==> config.mk <==
export PLATFORM = sky130hd
export DESIGN_NAME = gate_turn_on_seq
export DESIGN_NICKNAME = d
export VERILOG_FILES = /design/src/inc/gate_seq_pkg.sv /design/src/hw/gate_turn_on_seq.sv
export VERILOG_INCLUDE_DIRS = /design/src /design/src/inc
export SDC_FILE = /design/constraint.sdc
export NUM_CORES = 1
export LEC_CHECK = 0
export BUFFER_PORTS_ARGS = -buffer_cell sky130_fd_sc_hd__buf_2
export CORE_AREA = 3 3 180 112
export DETAILED_ROUTE_END_ITERATION = 16
export DIE_AREA = 0 0 183 115
export PLACE_DENSITY = 0.81
export SLEW_MARGIN = 40
export SYNTH_ARGS = -nofsm -noshare
export SYNTH_HDL_FRONTEND = slang
export SYNTH_SLANG_ARGS = --single-unit
export TNS_END_PERCENT = 100
==> constraint.sdc <==
create_clock -name REF_CLK -period 12.5 [get_ports REF_CLK]
set_input_delay 0.625 -clock REF_CLK [delete_from_list [all_inputs] [get_ports REF_CLK]]
set_output_delay 0.625 -clock REF_CLK [all_outputs]
set_load 0.1 [all_outputs]
==> src/inc/gate_seq_params.svh <==
// Function
// - pwm rise starts guard in active freewheel, low side sunk
// - after guard, precharge with adaptive current
// - then charge current, measure turn-on delay
// - charge ends at switch node high
// - postcharge ramps one step per cycle
// - adapt only when control field 10/11
// - adaptive code clamped between minimum and max
// - enable write loads min(initial, max)
// - unfiltered: longer raises, shorter lowers
// - step bit picks one or two steps
// - filtered: two agreeing results needed
// - filtered disagreement leaves code unchanged
// - measured delay readable in status register
// - precharge duration programmable; predischarge time only stored and read back
// - pwm fall delayed by guard time in active freewheel
// - hardest sink equals discharge code 63
// - hold current outside switching phases
// - passive freewheel keeps low side off
// - postcharge disable keeps charge current
`ifndef GATE_SEQ_PARAMS_SVH
`define GATE_SEQ_PARAMS_SVH
`define OFS_GEN        8'h00
`define OFS_MODE       8'h04
`define OFS_TIME       8'h08
`define OFS_CUR        8'h0C
`define OFS_MAX        8'h10
`define OFS_INIT       8'h14
`define OFS_TON        8'h18
`define OFS_STAT       8'h1C
`define GEN_AGC_LSB    0
`define GEN_FILT_BIT   2
`define GEN_STEP_BIT   3
`define GEN_PCDIS_BIT  4
`define GEN_HOLD_BIT   5
`define MODE_EN_BIT    0
`define MODE_AFW_BIT   1
`define B1_LSB         8
`define B2_LSB         16
`define RST_PCHG       8'h08
`define RST_PDCHG      8'h08
`define RST_CHG        6'h10
`define RST_DCHG       6'h10
`define RST_FW         6'h10
`define RST_MAX        6'h3F
`define RST_INIT       6'h08
`define RST_TON        8'h20
`define RST_GUARD      8'h10
`define RST_TFLT       8'h20
`define MIN_STEP       6'h01
`define HARD_SINK      6'h3F
`define HOLD_LO        6'h02
`define HOLD_HI        6'h04
`endif

==> src/inc/gate_seq_pkg.sv <==
package gate_seq_pkg;
    typedef enum logic [6:0] {
        S_IDLE  = 7'h01,
        S_GUARD = 7'h02,
        S_PRE   = 7'h04,
        S_CHG   = 7'h08,
        S_POST  = 7'h10,
        S_OFFD  = 7'h20,
        S_DIS   = 7'h40
    } state_t;

    typedef struct packed {
        logic [5:0] cur;
        logic       src;
    } gate_drv_t;

    typedef struct packed {
        state_t      state;
        logic        sync1, sync2, pwm_q;
        logic [7:0]  tmr, meas, meas_stat;
        logic [5:0]  pre_code, app_code;
        logic [1:0]  hist;
        logic [1:0]  adaptive_gate_control_sel;
        logic        filt, step, pcdis, hold_sel, en, afw;
        logic [7:0]  pchg_t, pdchg_t, ton, guard, tflt;
        logic [5:0]  chg, dchg, fw, maxc, init;
        logic        ack;
        logic [31:0] rdat;
        gate_drv_t   hs, ls;
    } st_t;
endpackage : gate_seq_pkg

==> src/hw/gate_turn_on_seq.sv <==
// Our own choices: the Wishbone interface to the registers and the address map.
`timescale 1ns/1ps
`include "gate_seq_params.svh"
module gate_turn_on_seq
    import gate_seq_pkg::*;
(
    input  wire logic        REF_CLK,
    input  wire logic        RST_B,
    input  wire logic        PWM_IN,
    input  wire logic        SW_HIGH,
    input  wire logic        WB_CYC_I,
    input  wire logic        WB_STB_I,
    input  wire logic        WB_WE_I,
    input  wire logic [7:0]  WB_ADR_I,
    input  wire logic [3:0]  WB_SEL_I,
    input  wire logic [31:0] WB_DAT_I,
    output logic      [31:0] WB_DAT_O,
    output logic             WB_ACK_O,
    output logic      [5:0]  HS_CUR,
    output logic             HS_SRC,
    output logic      [5:0]  LS_CUR,
    output logic             LS_SRC
);
    localparam st_t RST_VAL = '{state: S_IDLE, pchg_t: `RST_PCHG, pdchg_t: `RST_PDCHG,
        chg: `RST_CHG, dchg: `RST_DCHG, fw: `RST_FW, maxc: `RST_MAX, init: `RST_INIT,
        pre_code: `RST_INIT, ton: `RST_TON, guard: `RST_GUARD, tflt: `RST_TFLT,
        default: '0};

    st_t        q;
    st_t        d;
    state_t     nxt;
    logic       rise;
    logic       fall;
    logic       lng;
    logic       sht;
    logic       up;
    logic       dn;
    logic [5:0] hold;
    logic [31:0] cur_rd;
    logic [31:0] wmrg;

    // smaller of two codes
    function automatic logic [5:0] min6(input logic [5:0] a, input logic [5:0] b);
        return (a < b) ? a : b;
    endfunction : min6

    // phase timer reached its length (zero length ends at once)
    function automatic logic expired(input logic [7:0] t, input logic [7:0] len);
        return ({1'b0, t} + 9'h001) >= {1'b0, len};
    endfunction : expired

    // step code up or down, then clamp into minimum..max
    function automatic logic [5:0] adjust(input logic [5:0] c, input logic u,
                                          input logic n, input logic two,
                                          input logic [5:0] mx);
        logic [6:0] v;
        logic [6:0] s;
        v = {1'b0, c};
        s = two ? 7'h02 : 7'h01;
        if (u) begin
            v = v + s;
        end else if (n) begin
            v = (v > s) ? v - s : 7'h00;
        end
        if (v > {1'b0, mx}) v = {1'b0, mx};
        if (v < {1'b0, `MIN_STEP}) v = {1'b0, `MIN_STEP};
        return v[5:0];
    endfunction : adjust

    // register read image, also base of byte-lane merging on writes
    function automatic logic [31:0] rdval(input st_t s, input logic [7:0] a);
        logic [31:0] r;
        r = 32'h0000_0000;
        unique case (a)
            `OFS_GEN: begin
                r[`GEN_AGC_LSB +: 2] = s.adaptive_gate_control_sel;
                r[`GEN_FILT_BIT]     = s.filt;
                r[`GEN_STEP_BIT]     = s.step;
                r[`GEN_PCDIS_BIT]    = s.pcdis;
                r[`GEN_HOLD_BIT]     = s.hold_sel;
            end
            `OFS_MODE: begin
                r[`MODE_EN_BIT]  = s.en;
                r[`MODE_AFW_BIT] = s.afw;
            end
            `OFS_TIME: r = {16'h0000, s.pdchg_t, s.pchg_t};
            `OFS_CUR:  r = {10'h000, s.fw, 2'h0, s.dchg, 2'h0, s.chg};
            `OFS_MAX:  r = {26'h0000000, s.maxc};
            `OFS_INIT: r = {26'h0000000, s.init};
            `OFS_TON:  r = {8'h00, s.tflt, s.guard, s.ton};
            `OFS_STAT: r = {9'h000, s.state, 2'h0, s.app_code, s.meas_stat};
            default:   r = 32'h0000_0000;
        endcase
        return r;
    endfunction : rdval

    // next-state logic for sequencer, adaptation and bus slave
    always_comb begin
        d      = q;
        d.sync1 = PWM_IN;
        d.sync2 = q.sync1;
        d.pwm_q = q.sync2;
        rise   = q.sync2 & ~q.pwm_q;
        fall   = ~q.sync2 & q.pwm_q;
        d.tmr  = q.tmr + 8'h01;
        if (q.meas != 8'hFF) d.meas = q.meas + 8'h01;
        hold   = q.hold_sel ? `HOLD_HI : `HOLD_LO;
        lng    = q.meas > q.ton;
        sht    = q.meas < q.ton;
        up     = 1'b0;
        dn     = 1'b0;
        nxt    = q.state;

        // phase sequencing, timers counted in clock cycles
        unique case (q.state)
            S_IDLE:  nxt = S_IDLE;
            S_GUARD: if (expired(q.tmr, q.guard)) nxt = S_PRE;
            S_PRE:   if (expired(q.tmr, q.pchg_t)) nxt = S_CHG;
            S_CHG:   if (SW_HIGH) nxt = S_POST;
            S_POST:  if (expired(q.tmr, q.tflt)) nxt = S_IDLE;
            S_OFFD:  if (expired(q.tmr, q.guard)) nxt = S_DIS;
            S_DIS:   if (expired(q.tmr, q.tflt)) nxt = S_IDLE;
        endcase

        // edges override the running phase; disable forces a turn-off
        if (!q.en) begin
            if (q.state != S_IDLE && q.state != S_DIS) nxt = S_DIS;
        end else if (rise) begin
            nxt = q.afw ? S_GUARD : S_PRE;
        end else if (fall && q.state != S_OFFD && q.state != S_DIS) begin
            nxt = q.afw ? S_OFFD : S_DIS;
        end

        // end of charge: compare measured delay and adapt
        if (q.state == S_CHG && nxt == S_POST) begin
            d.meas_stat = q.meas;
            d.hist      = {sht, lng};
            if (!q.filt) begin
                up = lng;
                dn = sht;
            end else begin
                up = lng && q.hist == 2'b01;
                dn = sht && q.hist == 2'b10;
            end
            if (q.adaptive_gate_control_sel[1]) begin
                d.pre_code = adjust(q.pre_code, up, dn, q.step, q.maxc);
            end
        end

        // phase entry: restart timer, latch code only at precharge start
        if (nxt != q.state) begin
            d.tmr = 8'h00;
            if (nxt == S_PRE) begin
                d.meas     = 8'h00;
                d.app_code = d.pre_code;
            end
        end
        d.state = nxt;

        // gate drive per phase; hold current whenever nothing switches
        d.hs = '{cur: hold, src: 1'b0};
        d.ls = '{cur: hold, src: 1'b0};
        unique case (nxt)
            S_IDLE: begin
                d.hs.src = q.en & q.sync2;
                d.ls.src = q.en & q.afw & ~q.sync2;
            end
            S_GUARD: d.ls.cur = q.fw;
            S_PRE:   d.hs = '{cur: d.app_code, src: 1'b1};
            S_CHG:   d.hs = '{cur: q.chg, src: 1'b1};
            S_POST: begin
                if (q.pcdis || q.state != S_POST) begin
                    d.hs = '{cur: q.chg, src: 1'b1};
                end else begin
                    d.hs = '{cur: min6(q.hs.cur + 6'h01, q.maxc), src: 1'b1};
                end
                if (!q.pcdis && q.state != S_POST) d.hs.cur = min6(q.chg + 6'h01, q.maxc);
            end
            S_OFFD:  d.hs.src = 1'b1;
            S_DIS:   d.hs.cur = q.en ? q.dchg : `HARD_SINK;
        endcase

        // wishbone classic slave, one wait state, single-cycle ack
        cur_rd = rdval(q, WB_ADR_I);
        for (int i = 0; i < 4; i++) begin
            wmrg[8*i +: 8] = WB_SEL_I[i] ? WB_DAT_I[8*i +: 8] : cur_rd[8*i +: 8];
        end
        d.ack  = WB_CYC_I & WB_STB_I & ~q.ack;
        d.rdat = (WB_CYC_I & WB_STB_I & ~q.ack & ~WB_WE_I) ? cur_rd : 32'h0000_0000;
        if (WB_CYC_I && WB_STB_I && !q.ack && WB_WE_I) begin
            unique case (WB_ADR_I)
                `OFS_GEN: begin
                    d.adaptive_gate_control_sel      = wmrg[`GEN_AGC_LSB +: 2];
                    d.filt     = wmrg[`GEN_FILT_BIT];
                    d.step     = wmrg[`GEN_STEP_BIT];
                    d.pcdis    = wmrg[`GEN_PCDIS_BIT];
                    d.hold_sel = wmrg[`GEN_HOLD_BIT];
                end
                `OFS_MODE: begin
                    d.en  = wmrg[`MODE_EN_BIT];
                    d.afw = wmrg[`MODE_AFW_BIT];
                    if (wmrg[`MODE_EN_BIT]) begin
                        d.pre_code = min6(q.init, q.maxc);
                        d.hist     = 2'b00;
                    end
                end
                `OFS_TIME: begin
                    d.pchg_t  = wmrg[7:0];
                    d.pdchg_t = wmrg[`B1_LSB +: 8];
                end
                `OFS_CUR: begin
                    d.chg  = wmrg[5:0];
                    d.dchg = wmrg[`B1_LSB +: 6];
                    d.fw   = wmrg[`B2_LSB +: 6];
                end
                `OFS_MAX:  d.maxc = wmrg[5:0];
                `OFS_INIT: d.init = wmrg[5:0];
                `OFS_TON: begin
                    d.ton   = wmrg[7:0];
                    d.guard = wmrg[`B1_LSB +: 8];
                    d.tflt  = wmrg[`B2_LSB +: 8];
                end
                default: ;                                       // status and holes ignore writes
            endcase
        end
    end

    // single state register
    always_ff @(posedge REF_CLK or negedge RST_B) begin
        if (!RST_B) begin
            q <= RST_VAL;
        end else begin
            q <= d;
        end
    end

    assign WB_DAT_O = q.rdat;
    assign WB_ACK_O = q.ack;
    assign HS_CUR   = q.hs.cur;
    assign HS_SRC   = q.hs.src;
    assign LS_CUR   = q.ls.cur;
    assign LS_SRC   = q.ls.src;
endmodule : gate_turn_on_seq

[Yosys cells after proc, flatten, opt, wreduce, memory -nomap -nowiden]
Index checks and enable logic that the tools add are counted.
Operators by class
  mux-type cells: 65
  $add $sub $neg: 7
  magnitude comparators: 11
  equality and inequality tests: 29
  bitwise gates (word level): 12
  reductions and logical operators: 23
Operator list (count)
  $mux W7: 19
  $mux W6: 17
  $mux W80: 1
  $pmux W18 S4: 1
  $pmux W7 S6: 1
  $mux W8: 5
  $eq A8 B5 Y1 const B: 4
  $mux W16: 2
  $mux W32: 1
  $pmux W4 S7: 1
  $ge A9 B8 Y1: 3
  $mux W24: 1
  $pmux W6 S4: 1
  $lt A6 B6 Y1: 3
  $mux W18: 1
  $add A8 B1 Y8 const B: 2
  $eq A8 B4 Y1 const B: 2
  $pmux W2 S8: 1
  $eq A7 B1 Y1 const B: 2
  $eq A7 B2 Y1 const B: 2
  $eq A7 B3 Y1 const B: 2
  $eq A7 B4 Y1 const B: 2
  $eq A7 B5 Y1 const B: 2
  $eq A7 B6 Y1 const B: 2
  32 further kinds: 69
Storage, ports and cells
  word-level logic and storage cells: 180
  output and inout bits: 47
  bits of input ports: 51
  register bits after elaboration: 173

[Logic depth before layout (Yosys ltp)]
Gate-level depths: netlist (run 1).
  depth in word-level cells: 25
  mapped depth: 20
  depth with buffers taken out: 18

[Least setup slack after synthesis (run 1)]
No wires, ideal clock.
  path kind: reg2reg
  start point: register q[98] (netlist name)
  end point: register q (netlist bit HS_CUR[4])
  arrival time: 4.367 ns
  data required time: 12.374 ns
  library setup time: 0.126 ns
  period minus slack after synthesis: 4.493 ns
  setup slack: 8.007 ns
  buffers on the path: 2
  cell stages (with the launch flop): 20
  cells stage by stage: dfstp_2 inv_1 ha_1 a21oi_1 o21a_1 clkbuf_1 nand2_1 or4b_2 a31oi_1 ha_1 nor2b_1 o21a_1 o21bai_1 a21oi_1 a211oi_1 clkbuf_1 nor3_1 a221oi_1 nor2_2 a311o_1
RTL lines
  start, declared: line gate_turn_on_seq.sv:29  | st_t q;
  start signal, assigned: line gate_turn_on_seq.sv:231  | q <= RST_VAL;
  start signal, assigned: line gate_turn_on_seq.sv:233  | q <= d;

==> summary.txt, run 1 <==
CTS
  • CTS Buf Count: 17
  • Reg clk slew, reported paths: 0.07 ns
  • CTS H-Tree Depth: 4
  • Resized cells post-CTS: 0
  • # hold bufs at CTS: 0
  • Clk buf depth: 2
  • Skew-Pair Late Insertion Delay: 0.44 ns
  • CTS tree: done
  • Clk sinks: 165
  • CTS Root Cell: clkbuf_16
  • Post-CTS setup buffer count: 0

Layout
  • Diodes inserted: 0
  • Fin nets: 1,273
  • Area grow syn2layout: 8.48%
  • Finished Core Util: 60.1%
  • Post-route cell area: 0.0113 mm2
  • Layout cells sized above 1: 15.6%

Critical path
  • CP peak stage delay: 0.64 ns
  • Worst Path Arrival: 5.68 ns
  • CP max-delay cell: or4b_2
  • Most frequent CP cell: a21oi_1
  • Startpoint types: flip-flop
  • CP Class: flip-flop to flip-flop
  • Worst R2R Path Depth: 16
  • Worst setup EP type: flip-flop
  • Required @ worst endpoint: 12.86 ns
  • Worst Path Max Fanout: 11
  • FF-to-FF setup slack: 7.19 ns
  • Crit-path cells: inv_1, ha_1, a21oi_1, o21a_1, nand2_1, or4b_2, a31oi_1, ha_1, nor2b_1, o21a_1, o21bai_1, a21oi_1, a211oi_2, a21oi_1, a211oi_1, a311o_1

Logic synthesis
  • Main synth FF type: dfrtp_1
  • Synth Instances: 1,144
  • Sequential-to-total area share from yosys stat: 40.0%
  • Asr flop ratio synth: 100%
  • Synthesized area per cell: 9.08 um2
  • Post-synth EDFFs: 0
  • Share of the synthesized area in the top cell type: 35.7%
  • Yosys reg bits: 165
  • Largest area contributor in the netlist: dfrtp_1
  • Synthesized area: 0.0104 mm2
  • Distinct cells, synth: 72
  • Synth area leaders: dfrtp_1 (36%), ha_1 (7.4%), o21ai_0 (5.5%)
  • Yosys warnings: 0

Placement
  • Area after DPL: 0.0106 mm2
  • Dpl hpwl: 21,200 um
  • Final Wtd Congestion: 0.982
  • I/O Buffers: 80

STA
  • Worst clock skew: 0.0137 ns
  • Worst slew pin tran: 0.885 ns
  • Max Freq: 188 MHz
  • Final worst-path cycle share: 42.5%
  • Unrepaired setup endpoints after global routing: false
  • Setup violators final: 0
  • Hold Vio Cnt, Final: 0
  • Final Max Slew Viols: 0
  • Min Hold Slack: 0.245 ns
  • Setup TNS: 0 ns
  • Max_slew headroom: 39.3%
  • Min cycle time layout: 5.31 ns

Power and ir drop
  • P per Cell Area: 149 mW/mm2
  • Power Total: 1.68 mW
  • Max VDD drop: 0.110 mV
  • Leak: 5.13 nW

Run
  • Max-cap violation count: 0

Floorplanning
  • Die area: 0.0210 mm2
  • Core Box Area: 0.0187 mm2
  • Die W: 183 um
  • I/O pin count: 98
  • Starting Density: 55.4%
  • Num rows: 39
  • Die Y: 115 um

Route
  • Detail Route Antenna Nets: 0
  • DR vias: 8,759
  • Detailed-route DRC error count: 0
  • Routed WL per cell: 20.5 um
  • Initial drt markers: 1,124
  • Via-to-Cell Ratio: 6.18
  • DR pass1 iterations: 5
  • Total wire length: 29,100 um

Outcome
  • Outcome: completed

Global routing
  • Total track usage: 28.0%
  • First-pass GRT wire length: 45,500 um
  • Vias in the first global route: 8,244
  • Congestion Overflow GR: 0
  • Initial antenna violation count: 0
  • Largest net degree at the start of global routing: 94

Worst hold path
  • Hold crit path type: input pin to async pin
==> cell type report <==
| type | count | area, um2 |
|---|---|---|
| Clock buffer | 20 | 447 |
| Sequential cell | 165 | 4150 |
| Tap cell | 246 | 308 |
| Fill cell | 1614 | 7470 |
| Timing Repair Buffer | 86 | 458 |
| Inverter | 60 | 225 |
| Clock inverter | 12 | 170 |
| Multi-Input combinational cell | 829 | 5510 |
==> sequential cells by signal, indices dropped and copies added, names as in the netlist <==
name and flops:
LS_SRC 1, WB_ACK_O 1, WB_DAT_O 24, d 2, HS_SRC 1, q 124
LS_CUR 6, HS_CUR 6
==> per-stage QoR <==
| stage | setup slack (ns) | std cells |
|---|---|---|
| 2_1_floorplan | 8.01 | 1151 |
| 3_3_place_gp | 7.03 | 1386 |
| 3_5_place_dp | 7.36 | 1386 |
| 4_1_cts | 7.35 | 1418 |
| 5_1_grt | 7.03 | 1418 |
| 6_report | 7.19 | 1418 |
==> synthesized netlist by cell type (9+ instances only) <==
cell,n
a211oi_1,13
a21o_1,14
a21oi_1,39
a22oi_1,14
a31oi_1,11
and3_1,22
buf_4,44
clkbuf_1,39
dfrtp_1,148
dfstp_2,17
ha_1,61
inv_1,60
mux2_2,24
mux2i_1,38
nand2_1,141
nand2b_1,15
nand3_1,39
nor2_1,81
nor2b_1,22
nor3_1,22
o21ai_0,114
or3_1,9
xnor2_1,12
xor2_1,12
==> metal layers <==
layer	vias up	GRT usage (%)	wire, um
met2	489	37.2	11400
met5	-	0	0
li1	4035	-	-
met3	41	9.90	3840
met4	0	6.85	443
met1	4194	43.1	13400
==> critical path, delay by kind of cell (launching register included) <==
kind | cells | cell delay, ns
adder cells (fa/ha/maj) | 2 | 0.63
AND/OR/NAND/NOR | 3 | 0.96
buffers and inverters | 1 | 0.05
AO/OA/AOI/OAI | 10 | 3.07
flip-flops | 1 | 0.55
==> cell usage in the layout (no fill, tap or decap), types with 4 or more instances in the layout <==
master and instances:
nand4_1 5, o21ai_0 113, a221oi_1 4, a31oi_1 11, xor2_1 12, mux2_2 24
clkbuf_16 17, a22oi_1 14, nor2_1 81, a211oi_1 12, buf_2 79, o22a_1 7
nor2b_1 22, nand2b_1 15, buf_4 5, a211o_1 6, a21o_1 14, nor3_1 22
mux2i_1 38, or3_1 8, conb_1 8, a21oi_1 39, dfrtp_1 148, and3_1 22
o21a_1 7, clkinv_4 4, nand2_1 140, o31ai_1 5, o211ai_1 7, ha_1 61
nand3_1 39, dfstp_2 17, inv_1 60, and2_1 6, a221o_1 6, mux4_2 7
xnor2_1 12
==> kinds of logic (layout without fill, tap and decap cells) <==
family,after synthesis,after routing,share of synthesized area (%)
simple gates,390,390,18.1
compound gates,274,274,16.8
flops,165,165,40.0
buf+inv,157,178,7.48
mux,70,70,7.89
fa+ha+maj,63,63,7.74
xor+xnor,24,24,2.02
other cells,1,8,0.0361
==> report_power, final <==
part	switching, mW	internal [mW]	total [mW]	leakage, nW
Clock	0.238	0.325	0.562	0.303
Sequential	0.0462	0.563	0.610	2.18
Combinational	0.337	0.172	0.509	2.64
Total	0.621	1.06	1.68	5.13
==> final timing paths <==
path,startpoint,end
max,q[98],HS_CUR[5]
min,RST_B,WB_DAT_O[3]
max reg2reg,q[98],HS_CUR[5]
min reg2reg,d[164],d[163]
max in group asynchronous,RST_B,q[162]
min in group REF_CLK,PWM_IN,d[164]
Power figures use the tool's default switching activity.
==> inputs of run 2 (changes only) <==
- CORE_AREA: 3 3 180 112 -> 3 3 182 113
- DIE_AREA: 0 0 183 115 -> 0 0 185 116
- PLACE_DENSITY: 0.81 -> 0.83
- clock period: 12.5 -> 4.85 ns (I/O delays scaled with it)
==> summary.txt, run 2 (same netlist as run 1, synthesis figures left out) <==
Outcome
  • Outcome: completed

Global routing
  • First-pass GRT wire length: 46,300 um (+1.6%)
  • Total track usage: 28.1% (+0.16 points)
  • Congestion Overflow GR: 0 (unchanged)
  • Vias in the first global route: 8,384 (+1.7%)
  • Largest net degree at the start of global routing: 65 (-31%)
  • Initial antenna violation count: 0 (unchanged)

Placement
  • Final Wtd Congestion: 0.944 (-3.9%)
  • I/O Buffers: 80 (unchanged)
  • Dpl cells: 1,408 (+1.6%)
  • Area after DPL: 0.0108 mm2 (+1.5%)
  • Dpl hpwl: 21,800 um (+3.0%)

Layout
  • Most frequent cells in the layout: dfrtp_1 (148), nand2_1 (140), o21ai_0 (113)
  • Layout cells sized above 1: 17.3% (+1.7 points)
  • Fin nets: 1,297 (+1.9%)
  • Diodes inserted: 0 (unchanged)
  • Largest register by flop count: q
  • Post-route cell area: 0.0114 mm2 (+1.1%)
  • Area grow syn2layout: 9.70%
  • Fin cells: 1,442 (+1.7%)
  • Max reg flops: 124 (unchanged)
  • Most common cell after layout, fill and taps aside: dfrtp_1

STA
  • Unrepaired setup endpoints after global routing: false
  • Hold Vio Cnt, Final: 0 (unchanged)
  • Worst slew pin tran: 0.824 ns (-0.0609 ns)
  • Worst clock skew: 0.0137 ns (+0.0000203 ns)
  • Setup violators final: 0 (unchanged)
  • Max Freq: 217 MHz (+15%)
  • Max_slew headroom: 43.5% (+4.2 points)
  • Setup TNS: 0 ns (unchanged)
  • Final worst-path cycle share: 95.1% (+53 points)
  • Final Max Slew Viols: 0 (unchanged)
  • Min cycle time layout: 4.61 ns (-0.701 ns)

Power and ir drop
  • Max VDD drop: 0.258 mV (+130%)
  • P per Cell Area: 371 mW/mm2 (+150%)
  • Leak: 5.23 nW (+2.0%)
  • Power Total: 4.22 mW (+150%)

Route
  • DR pass1 iterations: 5 (unchanged)
  • Total wire length: 29,200 um (+0.20%)
  • Detailed-route DRC error count: 0 (unchanged)
  • DR vias: 8,865 (+1.2%)
  • Detail Route Antenna Nets: 0 (unchanged)
  • Initial drt markers: 1,122 (-0.18%)
  • Routed WL per cell: 20.2 um (-1.5%)
  • Via-to-Cell Ratio: 6.15 (-0.47%)

CTS
  • CTS Root Cell: clkbuf_16
  • CTS tree: done
  • Skew-Pair Late Insertion Delay: 0.44 ns (about the same)
  • Clk buf depth: 2 (unchanged)
  • Reg clk slew, reported paths: 0.07 ns (about the same)
  • Clk sinks: 165 (unchanged)
  • Post-CTS setup buffer count: 0 (unchanged)
  • CTS Buf Count: 17 (unchanged)
  • CTS H-Tree Depth: 4 (unchanged)

Critical path
  • Worst setup EP type: flip-flop
  • Worst Path Arrival: 4.93 ns (-0.75 ns)
  • CP Class: flip-flop to flip-flop
  • Required @ worst endpoint: 5.16 ns (-7.70 ns)
  • Startpoint types: flip-flop
  • Worst Path Max Fanout: 11 (unchanged)

Floorplanning
  • Starting Density: 54.8% (-0.57 points)
  • Num rows: 39 (unchanged)
  • Core Box Area: 0.0189 mm2 (+1.0%)
  • Die area: 0.0215 mm2 (+2.0%)
  • Die Y: 116 um (+0.87%)
  • Die W: 185 um (+1.1%)
  • I/O pin count: 98 (unchanged)

Run
  • Max-cap violation count: 0 (unchanged)

Worst hold path
  • Hold crit path type: input pin to flip-flop
## run 2: worst paths after layout
path                                    from     endpoint  slack, ns  depth (start not counted)
worst max-delay path                   q[98]    HS_CUR[1]       0.24                         18
worst min-delay path            WB_DAT_I[23]        q[84]       0.07                          2
worst max register to register         q[98]    HS_CUR[1]       0.24                         18
worst min register to register        d[164]       d[163]       0.36                          0
max in group asynchronous              RST_B       q[163]       3.35                          3
min in group asynchronous              RST_B  WB_DAT_O[4]       0.35                          2
## run 2: critical path, cell delays in order, from the launching register on
cell and delay [ns]:
dfstp_2 0.54, inv_1 0.05, ha_1 0.29, nand4_1 0.25
a21o_1 0.35, a2111oi_0 0.43, buf_4 0.20, a31oi_1 0.05
mux2i_2 0.27, ha_1 0.31, a21o_1 0.17, a21oi_1 0.14
a21oi_1 0.09, a211oi_1 0.22, buf_4 0.21, mux2i_1 0.20
a21oi_1 0.12, mux2_2 0.28, a211o_1 0.32
## run 2: what timing repair did
| item | CTS | global route |
|---|---|---|
| hold buffers | 2 | 0 |
| hold endpoints to repair | 59 | 0 |
| setup endpoints to repair | 0 | 5 |
| gates resized for setup | 0 | 5 |
## run 2: area by class of cell
class                      instances  area (um2)
clock buffer                      19         453
tap                              246         308
sequential                       165        4150
multi-input combinational        829        5510
inverter                          60         225
timing repair buffer             110         637
clock inverter                    13         110
fill                            1588        7540
## run 2: metal layers
metal  up-vias  wire length (um)  GRT usage (%)
met4         0               386           6.94
met1      4274             13700           43.9
met5         -                 0              0
li1       4075                 -              -
met2       482             11500           37.3
met3        34              3640           9.19
## run 2: report_power, final
| part | switching (mW) | total, mW | internal (mW) |
|---|---|---|---|
| clock | 0.607 | 1.31 | 0.699 |
| combinational | 0.880 | 1.35 | 0.469 |
| sequential | 0.115 | 1.57 | 1.45 |
| total | 1.60 | 4.22 | 2.62 |
## run 2: per-stage QoR
stage          util (%)  hold slack (ns)  worst slack (ns)
2_1_floorplan         -          -0.0531             0.357
3_3_place_gp       57.0            0.269             0.263
3_5_place_dp       57.0            0.272             0.235
4_1_cts            60.1           0.0507             0.207
5_1_grt            60.2           0.0597           0.00198
6_report           60.2           0.0743             0.236
==> inputs of run 3 (changes only) <==
- ABC_AREA: default -> 1
- PLACE_DENSITY: 0.83 -> 0.81
- clock period: 4.85 -> 5.1 ns (I/O delays scaled with it)
==> summary.txt, run 3 <==
Route
  • DR pass1 iterations: 6 (+1)
  • Initial drt markers: 1,134 (+1.1%)
  • DR vias: 9,669 (+9.1%)
  • Detailed-route DRC error count: 0 (unchanged)
  • Detail Route Antenna Nets: 0 (unchanged)
  • Via-to-Cell Ratio: 5.73 (-6.8%)
  • Total wire length: 30,700 um (+5.2%)
  • Routed WL per cell: 18.2 um (-10%)

STA
  • Final Max Slew Viols: 0 (unchanged)
  • Setup violators final: 0 (unchanged)
  • Worst slew pin tran: 0.825 ns (+0.000361 ns)
  • Setup TNS: 0 ns (unchanged)
  • Unrepaired setup endpoints after global routing: false
  • Min cycle time layout: 4.47 ns (-0.145 ns)
  • Min Hold Slack: 0.0566 ns (-0.0176 ns)
  • Final worst-path cycle share: 87.6% (-7.5 points)
  • Max_slew headroom: 44.5% (+1.0 points)
  • Worst clock skew: 0.0133 ns (-0.000361 ns)
  • Hold Vio Cnt, Final: 0 (unchanged)
  • Max Freq: 224 MHz (+3.3%)

Logic synthesis
  • Main synth FF type: dfrtp_1
  • Synthesized area: 0.0105 mm2 (+1.4%)
  • Synth area leaders: dfrtp_1 (35%), nand2_1 (13%), o21ai_0 (7.3%)
  • Asr flop ratio synth: 100% (unchanged)
  • Synth Instances: 1,386 (+21%)
  • Top cells by count, synth: nand2_1 (354), inv_1 (167), o21ai_0 (153)
  • Yosys reg bits: 165 (unchanged)
  • Yosys warnings: 0 (unchanged)
  • Largest area contributor in the netlist: dfrtp_1
  • Synthesized area per cell: 7.60 um2 (-16%)
  • Share of the synthesized area in the top cell type: 35.2% (-0.51 points)
  • Sequential-to-total area share from yosys stat: 39.4% (-0.57 points)
  • Post-synth EDFFs: 0 (unchanged)
  • Most frequent cell after synthesis: nand2_1
  • Distinct cells, synth: 62 (-14%)

Placement
  • I/O Buffers: 80 (unchanged)
  • Dpl hpwl: 23,100 um (+5.8%)
  • Area after DPL: 0.0109 mm2 (+0.81%)
  • Dpl cells: 1,654 (+17%)
  • Final Wtd Congestion: 0.975 (+3.2%)

Power and ir drop
  • Clock share of power: 40.8% (+9.9 points)
  • Comb power frac: 14.5% (-17 points)
  • P_int: 2.12 mW (-19%)
  • Sw Ratio: 31.5% (-6.5 points)
  • P per Cell Area: 270 mW/mm2 (-27%)
  • Max VDD drop: 0.182 mV (-30%)
  • Psw: 0.973 mW (-39%)
  • Leak: 6.01 nW (+15%)
  • Flop pwr share: 44.7% (+7.6 points)

Critical path
  • Most frequent CP cell: nand2_1
  • Launch point of the worst path: q[98]
  • Worst Path Arrival: 4.76 ns (-0.17 ns)
  • CP Class: flip-flop to flip-flop
  • Worst setup EP type: flip-flop
  • CP max-delay cell: dfstp_2
  • CP peak stage delay: 0.52 ns (-0.02 ns)
  • Worst Path Max Fanout: 13 (+2)
  • Required @ worst endpoint: 5.40 ns (+0.24 ns)
  • Reg2Reg Launch Point: q[98]
  • Startpoint types: flip-flop

Layout
  • Diodes inserted: 0 (unchanged)
  • Most frequent cells in the layout: nand2_1 (354), inv_1 (166), o21ai_0 (153)
  • Register area: 0.00415 mm2 (unchanged)
  • Finished Core Util: 60.6% (+0.46 points)
  • Fin cells: 1,688 (+17%)
  • Area grow syn2layout: 8.96%
  • Layout cells sized above 1: 13.9% (-3.4 points)
  • Area occupied by multi-input gates: 0.00528 mm2 (-4.1%)
  • Fin nets: 1,543 (+19%)
  • Largest register by flop count: q
  • Most common cell after layout, fill and taps aside: nand2_1
  • Filler cells: 1,668 (+5.0%)
  • Max reg flops: 124 (unchanged)
  • Post-route cell area: 0.0115 mm2 (+0.76%)

Global routing
  • Initial antenna violation count: 0 (unchanged)
  • Total track usage: 29.5% (+1.4 points)
  • Met2 Resource Use GR: 38.4% (+1.1 points)
  • Global route hottest layer: met1
  • Congestion Overflow GR: 0 (unchanged)
  • Met1 Track Usage GR: 46.0% (+2.1 points)
  • First-pass GRT wire length: 48,500 um (+4.9%)
  • Vias in the first global route: 8,781 (+4.7%)
  • Largest net degree at the start of global routing: 66 (+1.5%)
  • Met3 Use GR: 11.2% (+2.0 points)

CTS
  • Reg clk slew, reported paths: 0.07 ns (about the same)
  • CTS Root Cell: clkbuf_16
  • CTS H-Tree Depth: 4 (unchanged)
  • CTS Buf Count: 17 (unchanged)
  • Clk sinks: 165 (unchanged)
  • Post-CTS setup buffer count: 0 (unchanged)
  • Skew-Pair Late Insertion Delay: 0.44 ns (about the same)
  • Clk buf depth: 2 (unchanged)
  • CTS tree: done

Floorplanning
  • Die area: 0.0215 mm2 (unchanged)
  • I/O pin count: 98 (unchanged)
  • Die W: 185 um (unchanged)
  • Core Box Area: 0.0189 mm2 (unchanged)
  • Starting Density: 55.6% (+0.79 points)
  • Num rows: 39 (unchanged)
  • Die Y: 116 um (unchanged)

Outcome
  • Outcome: completed

Worst hold path
  • Hold_sp: WB_STB_I
  • Hold crit path type: input pin to flip-flop

Run
  • Max-cap violation count: 0 (unchanged)
## run 3: per-layer routing
| metal | up-vias | part of all wire (%) |
|---|---|---|
| li1 | 4589 | - |
| met1 | 4536 | 47 |
| met2 | 497 | 38 |
| met3 | 47 | 13 |
| met4 | 0 | 1.5 |
| met5 | - | 0 |
## run 3: kinds of logic (layout without fill, tap and decap cells)
| family | Yosys count | in the layout | share of synthesized area [%] |
|---|---|---|---|
| multiplexers | 4 | 4 | 0.404 |
| AND/OR/NAND/NOR | 607 | 607 | 25.7 |
| XOR/XNOR | 18 | 18 | 1.50 |
| buffers and inverters | 256 | 305 | 10.9 |
| other | 1 | 8 | 0.0356 |
| flip-flops | 165 | 165 | 39.4 |
| AO/OA/AOI/OAI | 272 | 272 | 14.5 |
| adder cells (fa/ha/maj) | 63 | 63 | 7.63 |
## run 3: power groups by stage
| stage | registers [mW] | clock network, mW | logic [mW] |
|---|---|---|---|
| after floorplan | 1.40 | 0 | 0.310 |
| after global placement | 1.41 | 0 | 0.427 |
| after detailed placement | 1.41 | 0 | 0.438 |
| after CTS | 1.38 | 1.27 | 0.442 |
| after global routing | 1.39 | 1.33 | 0.501 |
| final | 1.38 | 1.26 | 0.448 |
## run 3: worst paths after layout
path | to | slack (ns) | cells after the start
worst max register to register | HS_CUR[2] | 0.63 | 29
worst min-delay path | WB_ACK_O | 0.06 | 3
worst max-delay path | HS_CUR[2] | 0.63 | 29
max in group asynchronous | HS_CUR[4] | 3.75 | 3
min in group asynchronous | WB_DAT_O[3] | 0.32 | 2
worst min register to register | d[163] | 0.35 | 0
## run 3: critical path: cells and delay by family, from the launching register on
family	cells	cell delay, ns
and+or+nand+nor	23	2.84
adders and majority gates	2	0.59
DFF	1	0.52
AOI/OAI and AO/OA	2	0.23
buffers and inverters	2	0.11
## run 3: stage by stage
step                      worst slack (ns)  power (mW)
after global placement               0.716        1.83
after CTS                            0.612        3.09
final                                0.632        3.09
after floorplan                       1.61        1.71
after detailed placement             0.635        1.85
after global routing                 0.185        3.22
## run 3: what timing repair did
| item | 4_1_cts | 5_1_grt |
|---|---|---|
| gates resized for setup | 0 | 2 |
| endpoints found under the hold margin | 54 | 0 |
| hold buffers | 2 | 0 |
| setup endpoints to repair | 0 | 1 |
## run 3: final cells by class
class	instances	share of cell area (%)
Multi-Input combinational cell	972	46.0
Timing Repair Buffer	88	4.14
Clock inverter	14	1.20
Clock buffer	18	3.74
Tap cell	246	2.68
Sequential cell	165	36.2
Inverter	185	6.06
